[config.mk]
export PLATFORM = sky130hd
export DESIGN_NAME = hbsp_top
export DESIGN_NICKNAME = d
export VERILOG_FILES = /design/src/logic/hbsp_sync.v /design/src/logic/hbsp_short_timer.v /design/src/logic/hbsp_top.v
export VERILOG_INCLUDE_DIRS = /design/src /design/src/logic
export SDC_FILE = /design/constraint.sdc
export NUM_CORES = 1
export LEC_CHECK = 0
export BUFFER_PORTS_ARGS = -buffer_cell sky130_fd_sc_hd__buf_2
export CAP_MARGIN = 20
export CORE_ASPECT_RATIO = 2
export CORE_MARGIN = 4
export CORE_UTILIZATION = 45
export DETAILED_ROUTE_END_ITERATION = 16
export GPL_ROUTABILITY_DRIVEN = 0
export PLACE_DENSITY = 0.59
export RECOVER_POWER = 100
export SLEW_MARGIN = 20
export SYNTH_ARGS = -nofsm -noshare
export SYNTH_HDL_FRONTEND = slang
export SYNTH_SLANG_ARGS = --single-unit
[constraint.sdc]
create_clock -name clk_i -period 21 [get_ports clk_i]
set_clock_uncertainty 0.15 [all_clocks]
set_input_delay 4.2 -clock clk_i [delete_from_list [all_inputs] [get_ports clk_i]]
set_output_delay 4.2 -clock clk_i [all_outputs]
set_load 0.005 [all_outputs]
[src/logic/hbsp_regs.vh]
// hbsp_regs.vh: constants of the half-bridge serial control port
// assumes: included by bare name from the timer and top design files; the synchroniser does not include it
`ifndef HBSP_REGS_VH
`define HBSP_REGS_VH

// ------------------------------------------------------------
// frame and word layout
// ------------------------------------------------------------
`define HBSP_WORD_W 16
`define HBSP_FRAME_BITS 5'h10
`define HBSP_NUM_SW 12
`define HBSP_CTRL_RESET 16'he000
`define HBSP_CTRL_CLR 0
`define HBSP_CTRL_SW_LSB 1
`define HBSP_CTRL_SW_MSB 12
`define HBSP_CTRL_OLD 13
`define HBSP_CTRL_SCT 14
`define HBSP_CTRL_SI 15
`define HBSP_STAT_TP 0
`define HBSP_STAT_SW_LSB 1
`define HBSP_STAT_SW_MSB 12
`define HBSP_STAT_SCD 13
`define HBSP_STAT_INH 14
`define HBSP_STAT_PSF 15

// ------------------------------------------------------------
// timing
// ------------------------------------------------------------
`define HBSP_CLK_MHZ 50
`define HBSP_T_SHORT_LONG_US 12000
`define HBSP_T_SHORT_SHORT_US 1500
`define HBSP_TMR_W 20
// cycle counts at the nominal clock, sized to the timer width
`define HBSP_SHORT_LONG_CYC 20'h927c0
`define HBSP_SHORT_SHORT_CYC 20'h124f8

`endif

[src/logic/hbsp_sync.v]
// hbsp_sync.v: two-flop synchroniser for a bundle of asynchronous levels
// assumes: each bit is an independent level; no word coherence is implied
`timescale 1ns/10ps
`default_nettype none
module hbsp_sync #(
	parameter integer W = 1,
	parameter [W-1:0] RST_VAL = {W{1'b0}}
) (
	input wire clk_i,
	input wire rst_n_i,
	input wire [W-1:0] async_i,
	output wire [W-1:0] sync_o
);
	reg [W-1:0] meta_q;
	reg [W-1:0] sync_q;

	// the first stage feeds only the second stage
	always @(posedge clk_i or negedge rst_n_i) begin
		if (!rst_n_i) begin
			meta_q <= RST_VAL;
			sync_q <= RST_VAL;
		end else begin
			meta_q <= async_i;
			sync_q <= meta_q;
		end
	end

	assign sync_o = sync_q;
endmodule // hbsp_sync
`default_nettype wire

[src/logic/hbsp_short_timer.v]
// hbsp_short_timer.v: shutdown delay timer for one switch under overcurrent
// assumes: overload_i is already synchronised and qualified by the switch being on
`timescale 1ns/10ps
`default_nettype none
`include "hbsp_regs.vh"
module hbsp_short_timer #(
	parameter [`HBSP_TMR_W-1:0] LONG_CYC = 20'h927c0,
	parameter [`HBSP_TMR_W-1:0] SHORT_CYC = 20'h124f8
) (
	input wire clk_i,
	input wire rst_n_i,
	input wire overload_i,
	input wire long_sel_i,
	input wire clear_i,
	output wire off_o
);
	reg [`HBSP_TMR_W-1:0] cnt_q;
	reg off_q;
	wire [`HBSP_TMR_W-1:0] limit;
	wire expire;

	assign limit = long_sel_i ? LONG_CYC : SHORT_CYC;
	assign expire = overload_i && (cnt_q >= limit - 20'h00001);

	// a short that goes away before the delay restarts the count
	always @(posedge clk_i or negedge rst_n_i) begin
		if (!rst_n_i) begin
			cnt_q <= 20'h00000;
			off_q <= 1'b0;
		end else begin
			if (overload_i && !expire) begin
				cnt_q <= cnt_q + 20'h00001;
			end else begin
				cnt_q <= 20'h00000;
			end
			if (expire) begin
				off_q <= 1'b1;
			end else if (clear_i) begin
				off_q <= 1'b0;
			end
		end
	end

	assign off_o = off_q;
endmodule // hbsp_short_timer
`default_nettype wire

[src/logic/hbsp_top.v]
// hbsp_top.v: serial control and status port of a six-channel half-bridge driver
// assumes: select, serial clock and data arrive from a master outside clk_i's domain;
// serial clock is slow enough (>= 4 clk_i periods per phase) to be edge-sampled
`timescale 1ns/10ps
`default_nettype none
`include "hbsp_regs.vh"
module hbsp_top #(
	parameter [`HBSP_TMR_W-1:0] SHORT_LONG_CYC = `HBSP_SHORT_LONG_CYC,
	parameter [`HBSP_TMR_W-1:0] SHORT_SHORT_CYC = `HBSP_SHORT_SHORT_CYC
) (
	input wire clk_i,
	input wire reset_n_i,
	input wire select_n_i,
	input wire serial_clk_i,
	input wire serial_in_i,
	input wire standby_pin_n_i,
	input wire temp_prewarn_i,
	input wire temp_shutdown_i,
	input wire supply_undervolt_i,
	input wire [`HBSP_NUM_SW-1:0] overcurrent_i,
	input wire [`HBSP_NUM_SW-1:0] openload_i,
	output wire serial_out_o,
	output wire serial_out_oe_o,
	output wire [`HBSP_NUM_SW-1:0] switch_on_o,
	output wire openload_detect_en_o,
	output wire short_delay_long_o,
	output wire standby_o,
	output wire [`HBSP_WORD_W-1:0] control_word_o,
	output wire [`HBSP_WORD_W-1:0] status_word_o
);
	// ------------------------------------------------------------
	// helpers
	// ------------------------------------------------------------
	function rose;
		input cur;
		input prev;
		begin
			rose = cur & ~prev;
		end
	endfunction

	function fell;
		input cur;
		input prev;
		begin
			fell = ~cur & prev;
		end
	endfunction

	// ------------------------------------------------------------
	// reset release
	// ------------------------------------------------------------
	reg rst_meta_q;
	reg rst_n_q;

	always @(posedge clk_i or negedge reset_n_i) begin
		if (!reset_n_i) begin
			rst_meta_q <= 1'b0;
			rst_n_q <= 1'b0;
		end else begin
			rst_meta_q <= 1'b1;
			rst_n_q <= rst_meta_q;
		end
	end

	// ------------------------------------------------------------
	// input synchronisers
	// ------------------------------------------------------------
	// select idles high; the standby pin reads as standby until sampled
	localparam integer SYNC_W = 7 + 2 * `HBSP_NUM_SW;
	localparam [SYNC_W-1:0] SYNC_RST = {{(SYNC_W-1){1'b0}}, 1'b1};

	wire [SYNC_W-1:0] sync_bus;
	wire cs_n_s;
	wire sclk_s;
	wire din_s;
	wire standby_pin_n_s;
	wire prewarn_s;
	wire shutdown_s;
	wire undervolt_s;
	wire [`HBSP_NUM_SW-1:0] overcurrent_s;
	wire [`HBSP_NUM_SW-1:0] openload_s;

	hbsp_sync #(
		.W(SYNC_W),
		.RST_VAL(SYNC_RST)
	) u_sync (
		.clk_i(clk_i),
		.rst_n_i(rst_n_q),
		.async_i({openload_i, overcurrent_i, supply_undervolt_i, temp_shutdown_i,
			temp_prewarn_i, standby_pin_n_i, serial_in_i, serial_clk_i, select_n_i}),
		.sync_o(sync_bus)
	);

	assign cs_n_s = sync_bus[0];
	assign sclk_s = sync_bus[1];
	assign din_s = sync_bus[2];
	assign standby_pin_n_s = sync_bus[3];
	assign prewarn_s = sync_bus[4];
	assign shutdown_s = sync_bus[5];
	assign undervolt_s = sync_bus[6];
	assign overcurrent_s = sync_bus[7 +: `HBSP_NUM_SW];
	assign openload_s = sync_bus[7 + `HBSP_NUM_SW +: `HBSP_NUM_SW];

	// ------------------------------------------------------------
	// edge detection on the synchronised link
	// ------------------------------------------------------------
	reg cs_n_prev_q;
	reg sclk_prev_q;
	wire cs_fall;
	wire cs_rise;
	wire sclk_fall;
	wire sclk_rise;

	always @(posedge clk_i or negedge rst_n_q) begin
		if (!rst_n_q) begin
			cs_n_prev_q <= 1'b1;
			sclk_prev_q <= 1'b0;
		end else begin
			cs_n_prev_q <= cs_n_s;
			sclk_prev_q <= sclk_s;
		end
	end

	assign cs_fall = fell(cs_n_s, cs_n_prev_q);
	assign cs_rise = rose(cs_n_s, cs_n_prev_q);
	assign sclk_fall = fell(sclk_s, sclk_prev_q);
	assign sclk_rise = rose(sclk_s, sclk_prev_q);

	// ------------------------------------------------------------
	// control word and sticky fault flags
	// ------------------------------------------------------------
	reg [`HBSP_WORD_W-1:0] ctrl_q;
	reg clear_q;
	reg supply_fail_q;
	reg shutdown_q;
	wire [`HBSP_NUM_SW-1:0] short_off;
	wire standby;
	wire [`HBSP_NUM_SW-1:0] sw_req;

	assign sw_req = ctrl_q[`HBSP_CTRL_SW_MSB:`HBSP_CTRL_SW_LSB];
	assign standby = ~ctrl_q[`HBSP_CTRL_SI] | ~standby_pin_n_s;

	// set wins over clear, so a fault still present is never lost
	always @(posedge clk_i or negedge rst_n_q) begin
		if (!rst_n_q) begin
			supply_fail_q <= 1'b0;
			shutdown_q <= 1'b0;
		end else begin
			if (undervolt_s) begin
				supply_fail_q <= 1'b1;
			end else if (clear_q) begin
				supply_fail_q <= 1'b0;
			end
			if (shutdown_s) begin
				shutdown_q <= 1'b1;
			end else if (clear_q) begin
				shutdown_q <= 1'b0;
			end
		end
	end

	// ------------------------------------------------------------
	// short-circuit shutdown per switch
	// ------------------------------------------------------------
	reg [`HBSP_NUM_SW-1:0] switch_on_q;

	genvar g;
	generate
		for (g = 0; g < `HBSP_NUM_SW; g = g + 1) begin : g_short
			hbsp_short_timer #(
				.LONG_CYC(SHORT_LONG_CYC),
				.SHORT_CYC(SHORT_SHORT_CYC)
			) u_timer (
				.clk_i(clk_i),
				.rst_n_i(rst_n_q),
				.overload_i(overcurrent_s[g] & switch_on_q[g]),
				.long_sel_i(ctrl_q[`HBSP_CTRL_SCT]),
				.clear_i(clear_q),
				.off_o(short_off[g])
			);
		end
	endgenerate

	// ------------------------------------------------------------
	// output stage gating
	// ------------------------------------------------------------
	// undervoltage gates live so that outputs return as soon as supply recovers
	wire stages_allowed;

	assign stages_allowed = ~standby & ~shutdown_q & ~undervolt_s;

	always @(posedge clk_i or negedge rst_n_q) begin
		if (!rst_n_q) begin
			switch_on_q <= {`HBSP_NUM_SW{1'b0}};
		end else begin
			switch_on_q <= sw_req & ~short_off & {`HBSP_NUM_SW{stages_allowed}};
		end
	end

	// ------------------------------------------------------------
	// status word assembly
	// ------------------------------------------------------------
	reg [`HBSP_WORD_W-1:0] status_now;
	reg [`HBSP_WORD_W-1:0] status_q;
	wire old_en;

	assign old_en = ~ctrl_q[`HBSP_CTRL_OLD];

	always @* begin
		status_now = {`HBSP_WORD_W{1'b0}};
		status_now[`HBSP_STAT_TP] = prewarn_s;
		if (old_en) begin
			// a switched-on stage hides its load condition
			status_now[`HBSP_STAT_SW_MSB:`HBSP_STAT_SW_LSB] = openload_s & ~switch_on_q;
		end else begin
			status_now[`HBSP_STAT_SW_MSB:`HBSP_STAT_SW_LSB] = switch_on_q;
		end
		status_now[`HBSP_STAT_SCD] = |short_off;
		status_now[`HBSP_STAT_INH] = standby;
		status_now[`HBSP_STAT_PSF] = supply_fail_q;
		if (shutdown_q) begin
			status_now = {`HBSP_WORD_W{1'b1}};
		end
	end

	always @(posedge clk_i or negedge rst_n_q) begin
		if (!rst_n_q) begin
			status_q <= {`HBSP_WORD_W{1'b0}};
		end else begin
			status_q <= status_now;
		end
	end

	// ------------------------------------------------------------
	// serial frame engine
	// ------------------------------------------------------------
	// the first rising clock of a frame comes before any falling one, so the
	// transmit side only shifts once a bit has been taken; this keeps status
	// bit 0 on the line for the first sample. the bit last received fills the
	// top of the transmit word, which lets several devices be daisy-chained.
	reg active_q;
	reg [4:0] bit_cnt_q;
	reg [`HBSP_WORD_W-1:0] rx_q;
	reg [`HBSP_WORD_W-1:0] tx_q;
	reg sout_q;
	reg oe_q;

	always @(posedge clk_i or negedge rst_n_q) begin
		if (!rst_n_q) begin
			active_q <= 1'b0;
			bit_cnt_q <= 5'h00;
			rx_q <= {`HBSP_WORD_W{1'b0}};
			tx_q <= {`HBSP_WORD_W{1'b0}};
			sout_q <= 1'b0;
			oe_q <= 1'b0;
			ctrl_q <= `HBSP_CTRL_RESET;
			clear_q <= 1'b0;
		end else begin
			clear_q <= 1'b0;
			if (cs_fall) begin
				active_q <= 1'b1;
				bit_cnt_q <= 5'h00;
				tx_q <= status_now;
				sout_q <= status_now[`HBSP_STAT_TP];
				oe_q <= 1'b1;
			end else if (cs_rise) begin
				active_q <= 1'b0;
				oe_q <= 1'b0;
				if (active_q && bit_cnt_q == `HBSP_FRAME_BITS) begin
					ctrl_q <= rx_q;
					clear_q <= rx_q[`HBSP_CTRL_CLR];
				end
				// a short frame leaves control and status untouched
			end else if (active_q) begin
				if (sclk_fall) begin
					rx_q <= {din_s, rx_q[`HBSP_WORD_W-1:1]};
					if (bit_cnt_q != `HBSP_FRAME_BITS) begin
						bit_cnt_q <= bit_cnt_q + 5'h01;
					end
				end
				if (sclk_rise && bit_cnt_q != 5'h00) begin
					tx_q <= {rx_q[`HBSP_WORD_W-1], tx_q[`HBSP_WORD_W-1:1]};
					sout_q <= tx_q[1];
				end
			end
		end
	end

	// ------------------------------------------------------------
	// outputs
	// ------------------------------------------------------------
	assign serial_out_o = sout_q;
	assign serial_out_oe_o = oe_q;
	assign switch_on_o = switch_on_q;
	assign openload_detect_en_o = old_en;
	assign short_delay_long_o = ctrl_q[`HBSP_CTRL_SCT];
	assign standby_o = standby;
	assign control_word_o = ctrl_q;
	assign status_word_o = status_q;
endmodule // hbsp_top
`default_nettype wire

==> Yosys cells after proc, flatten, opt, wreduce, memory -nomap -nowiden <==
Index checks and enable logic that the tools add are counted.
Widths: inputs -> output; s select.
{ "totals": {"register_bits": 404, "input_bits": 33, "out_inout_bits": 49, "wordCells": 217} }
{ "classes": {"n_reduce_logical": 63, "n_addsub": 14, "eq_ne": 3, "muxes": 48, "n_bitwise": 36, "n_lt_le_gt_ge": 12} }
{ "ops": {"columns": ["operator", "count"], "rows": [
  ["$mux 20", 13],
  ["$add 20x1->20 const B", 12],
  ["$ge 20x20->1", 12],
  ["$mux 16", 5],
  ["$reduce_bool 2->1", 19],
  ["$and 12x12->12", 3],
  ["$logic_and 1x1->1", 26],
  ["$mux 5", 5],
  ["$mux 1", 24],
  ["$not 12->12", 2],
  ["$sub 20x1->20 const B", 1],
  ["$and 1x1->1", 18],
  ["$logic_not 1->1", 12],
  ["$mux 12", 1],
  ["$not 1->1", 12],
  ["$reduce_or 12->1", 1],
  ["$reduce_and 4->1", 2],
  ["$reduce_and 3->1", 2],
  ["$add 5x1->5 const B", 1],
  ["$eq 5x5->1 const B", 1],
  ["$ne 5x5->1 const B", 1],
  ["$reduce_bool 5->1", 1],
  ["$ne 2x2->1 const B", 1],
  ["$or 1x1->1", 1]
]} }

==> Logic depth before layout (Yosys ltp) <==
{ "logic_depth": {"ltp_word": 7, "depth_mapped": 8, "ltp_nobuf": 7} }

==> Hierarchy <==
Synthesis repeated with hierarchy kept, for this count alone.
{ "unflattened": {"hier_cells": 1818, "hier_area_um2": 19165.9} }
{ "by_module_without_submodules": {"columns": ["module", "area_per_inst_um2", "cells_each", "seq_area_each_um2", "instances"], "rows": [
  ["hbsp_short_timer", 1151.1, 122, 525.5, 12],
  ["hbsp_top", 3798.6, 292, 2232.1, 1],
  ["hbsp_sync", 1554.0, 62, 1554.0, 1]
]} }

==> Least setup slack after synthesis <==
OpenSTA, ideal clock, no wires.
{ "synth_timing": {"kind": "reg2out", "start": "reg ctrl_q[14] (netlist: control_word_o[14])", "end": "out control_word_o[14]", "path_stages_with_launch": 2, "arrival_ns": 0.810, "n_path_buf": 1, "required_ns": 16.650, "setup_slack_ns": 15.840, "cell_sequence": "dfstp_2 buf_4"} }
{ "synth_lines": {"columns": ["element", "line", "source"], "rows": [
  ["start: declaration", "hbsp_top.v:133", "reg [`HBSP_WORD_W-1:0] ctrl_q;"],
  ["start signal: assignment", "hbsp_top.v:257", "ctrl_q <= `HBSP_CTRL_RESET;"],
  ["start signal: assignment", "hbsp_top.v:271", "ctrl_q <= rx_q;"],
  ["end: declaration", "hbsp_top.v:28", "output wire [`HBSP_WORD_W-1:0] control_word_o,"]
]} }
No word-level cell between the ends.

==> out/metrics.yaml <==
grt.total_usage: 0.191
syn_area_um2: 18600
ys.warnings.count: 0
dr.pass1.iters: 8
ys_ff_latch: 403
grt_overflow: 0
drtIter0Drc: 596
ir_worst_vdd_v: 0.0000729
synth_fa_ha_area_frac: 0.0517
start_kind: "flip-flop"
grt_max_degree: 177
clockBufferDepth: 3
syn2layout_area_growth_pct: 11.3
route.detailed.drc: 0
setup_viol: 0
synthSimpleGateAreaFrac: 0.204
rrSetupSlack_ns: 13.18
synthTopCellsByArea: "dfrtp_1 (53%), nor2_1 (6.3%), xor2_1 (5.8%)"
ys_top_cells_by_count: "dfrtp_1 (397), nor2_1 (314), nand2_1 (123), xor2_1 (123), nand3_1 (104)"
viasPerCell: 5.41
start_util: 0.455
synth_xor_area_frac: 0.102
synth_top_area_cell: "dfrtp_1"
synth_most_common_cell: "dfrtp_1"
final.period_utilization: 0.373
cp.required_ns: 20.62
fillerInstances: 3764
cp.arrival_ns: 7.44
cap_violations: 6
slew_viol_final: 283
p_leak_nw: 8.50
yosysSeqAreaShare: 0.541
htree_num_levels: 2
dp_hpwl_um: 29400
die_w_um: 152
finalHoldViolations: 0
cts_tree: "built"
regArea_um2: 10100
port_buffers: 81
grt_pass1_vias: 13300
cp-end-kind: "async pin"
finalSetupTns_ns: 0
synthMuxAreaShare: 0.0398
grt_first_pass_wirelength_um: 69700
yosys_most_used_dff: "dfrtp_1"
fmax_mhz: 128
ant_nets: 0
path_class: "flip-flop to async pin"
antennaDiodeCount: 0
rsz0062_at_grt: "false"
pre_cts_slack_ns: 15.13
pin_count: 82
outcome: "finished with violations"
root_buffer: "clkbuf_16"
syn_avg_cell_area_um2: 10.7
cts_sinks: 403
synth_compound_area_frac: 0.0413
critPathMaxFanout: 176
worst_pin_slew_ns: 3.79
synth_edf_count: 0
ctsHoldBuffers: 0
clock_latency_ns: 0.54
core_area_um2: 41000
hp-class: "flip-flop to flip-flop"
async_flop_share: 1.00
violations: "capacitance limit, slew limit"
cts_buffers: 38
synth_top_family_by_area: "simple AND/OR/NAND/NOR gates"
finalNetCount: 1941
drive_above_1_share: 0.101
synth.distinct_cells: 60
fin_ws_ns: 13.18
wl_per_cell_um: 17.7
vias: 12900
die_area_um2: 44900
drt-total-wl_um: 42400
antenna_found_initial: 1
clk_pin_slew_ns: 0.07
power_density_nw_per_um2: 76.6
cts_resized: 0
syn_nets: 1852
postCtsSetupBuffers: 0
multi_input_area_um2: 8160
die_y_um: 296
power_mw: 1.59
synth_top_area_frac: 0.533
relSlewSlack: -1.53
num_rows: 105
fin_crit_ns: 7.82
syn-instance-count: 1742
==> layout by cell type (no fill, tap or decap), drive strengths merged, types with 34 or more instances in the layout <==
master  Yosys  routed
nand2     123     123
nor2      315     315
nor3       34      34
nand3     104     104
dfrtp     397     397
ha         77      77
nand4      69      69
buf        16      49
xor2      123     123
xnor2      93      93
clkbuf     25      89
mux2       65      65
a21oi      35      35
inv        38      40
==> kinds of logic after synthesis <==
logic type	Yosys count
AOI/OAI and AO/OA	118
xor gates and xnor gates	216
adders and majority gates	77
buffers and inverters	79
DFF	403
muxes	66
other	1
and+or+nand+nor	782
==> stage by stage <==
step / instance area [um2] / utilization / hold WS [ns] / cells
after detailed placement: 19600 / 0.477 / 0.185 / 2326
final: 20700 / 0.506 / 0.197 / 2392
after CTS: 20800 / 0.508 / 0.199 / 2392
after global placement: 19600 / 0.477 / 0.181 / 2326
after floorplan: 18600 / - / 0.181 / 1742
after global routing: 20700 / 0.506 / 0.201 / 2392
==> final cells by class <==
class,count,share of cell area
clock buffer,48,0.0511
timing repair buffer,90,0.0200
tap,535,0.0323
multi-input combinational,1260,0.393
inverter,38,0.00688
sequential,403,0.487
clock inverter,18,0.00983
==> worst max-delay path: stages (launching register included) <==
cell	delay, ns
dfrtp_1	1.52
clkbuf_1	1.78
buf_12	0.77
clkbuf_1	2.72
==> state kept, by name (all words and copies together), names as in the netlist <==
| signal | flops |
|---|---|
| serial_out_oe_o | 1 |
| u_sync.sync_o | 31 |
| control_word_o | 16 |
| bit_cnt_q | 5 |
| supply_fail_q | 1 |
| g_short.u_timer.off_o | 12 |
| status_word_o | 16 |
| shutdown_q | 1 |
| rst_meta_q | 1 |
| cs_n_prev_q | 1 |
| u_sync.meta_q | 31 |
| sclk_prev_q | 1 |
| g_short.u_timer.cnt_q | 240 |
| tx_q | 16 |
| rst_n_q | 1 |
| switch_on_o | 12 |
| clear_q | 1 |
| rx_q | 16 |
==> final timing paths <==
path                                         start                      endpoint  cells past startpoint
worst max-delay path                       rst_n_q  g_short[11].u_timer.cnt_q[2]                      3
worst min-delay path              u_sync.meta_q[1]              u_sync.sync_o[1]                      0
worst max register to register             rst_n_q  g_short[11].u_timer.cnt_q[2]                      3
worst min register to register    u_sync.meta_q[1]              u_sync.sync_o[1]                      0
max in group clk_i              control_word_o[13]          openload_detect_en_o                      2
min in group asynchronous                  rst_n_q  g_short[5].u_timer.cnt_q[17]                      0
==> metal layers <==
layer	GRT usage	share of wire	wire length, um
met1	0.231	0.41	17300
met2	0.342	0.52	21900
met3	0.0283	0.036	1520
met4	0.0779	0.039	1650
met5	0	0	0
==> power by group <==
part | switching [mW] | total [mW] | internal (mW) | leakage [nW]
sequential | 0.0189 | 0.822 | 0.803 | 5.30
clock | 0.300 | 0.708 | 0.408 | 0.630
combinational | 0.0306 | 0.0602 | 0.0296 | 2.57
Power figures use the tool's default switching activity.
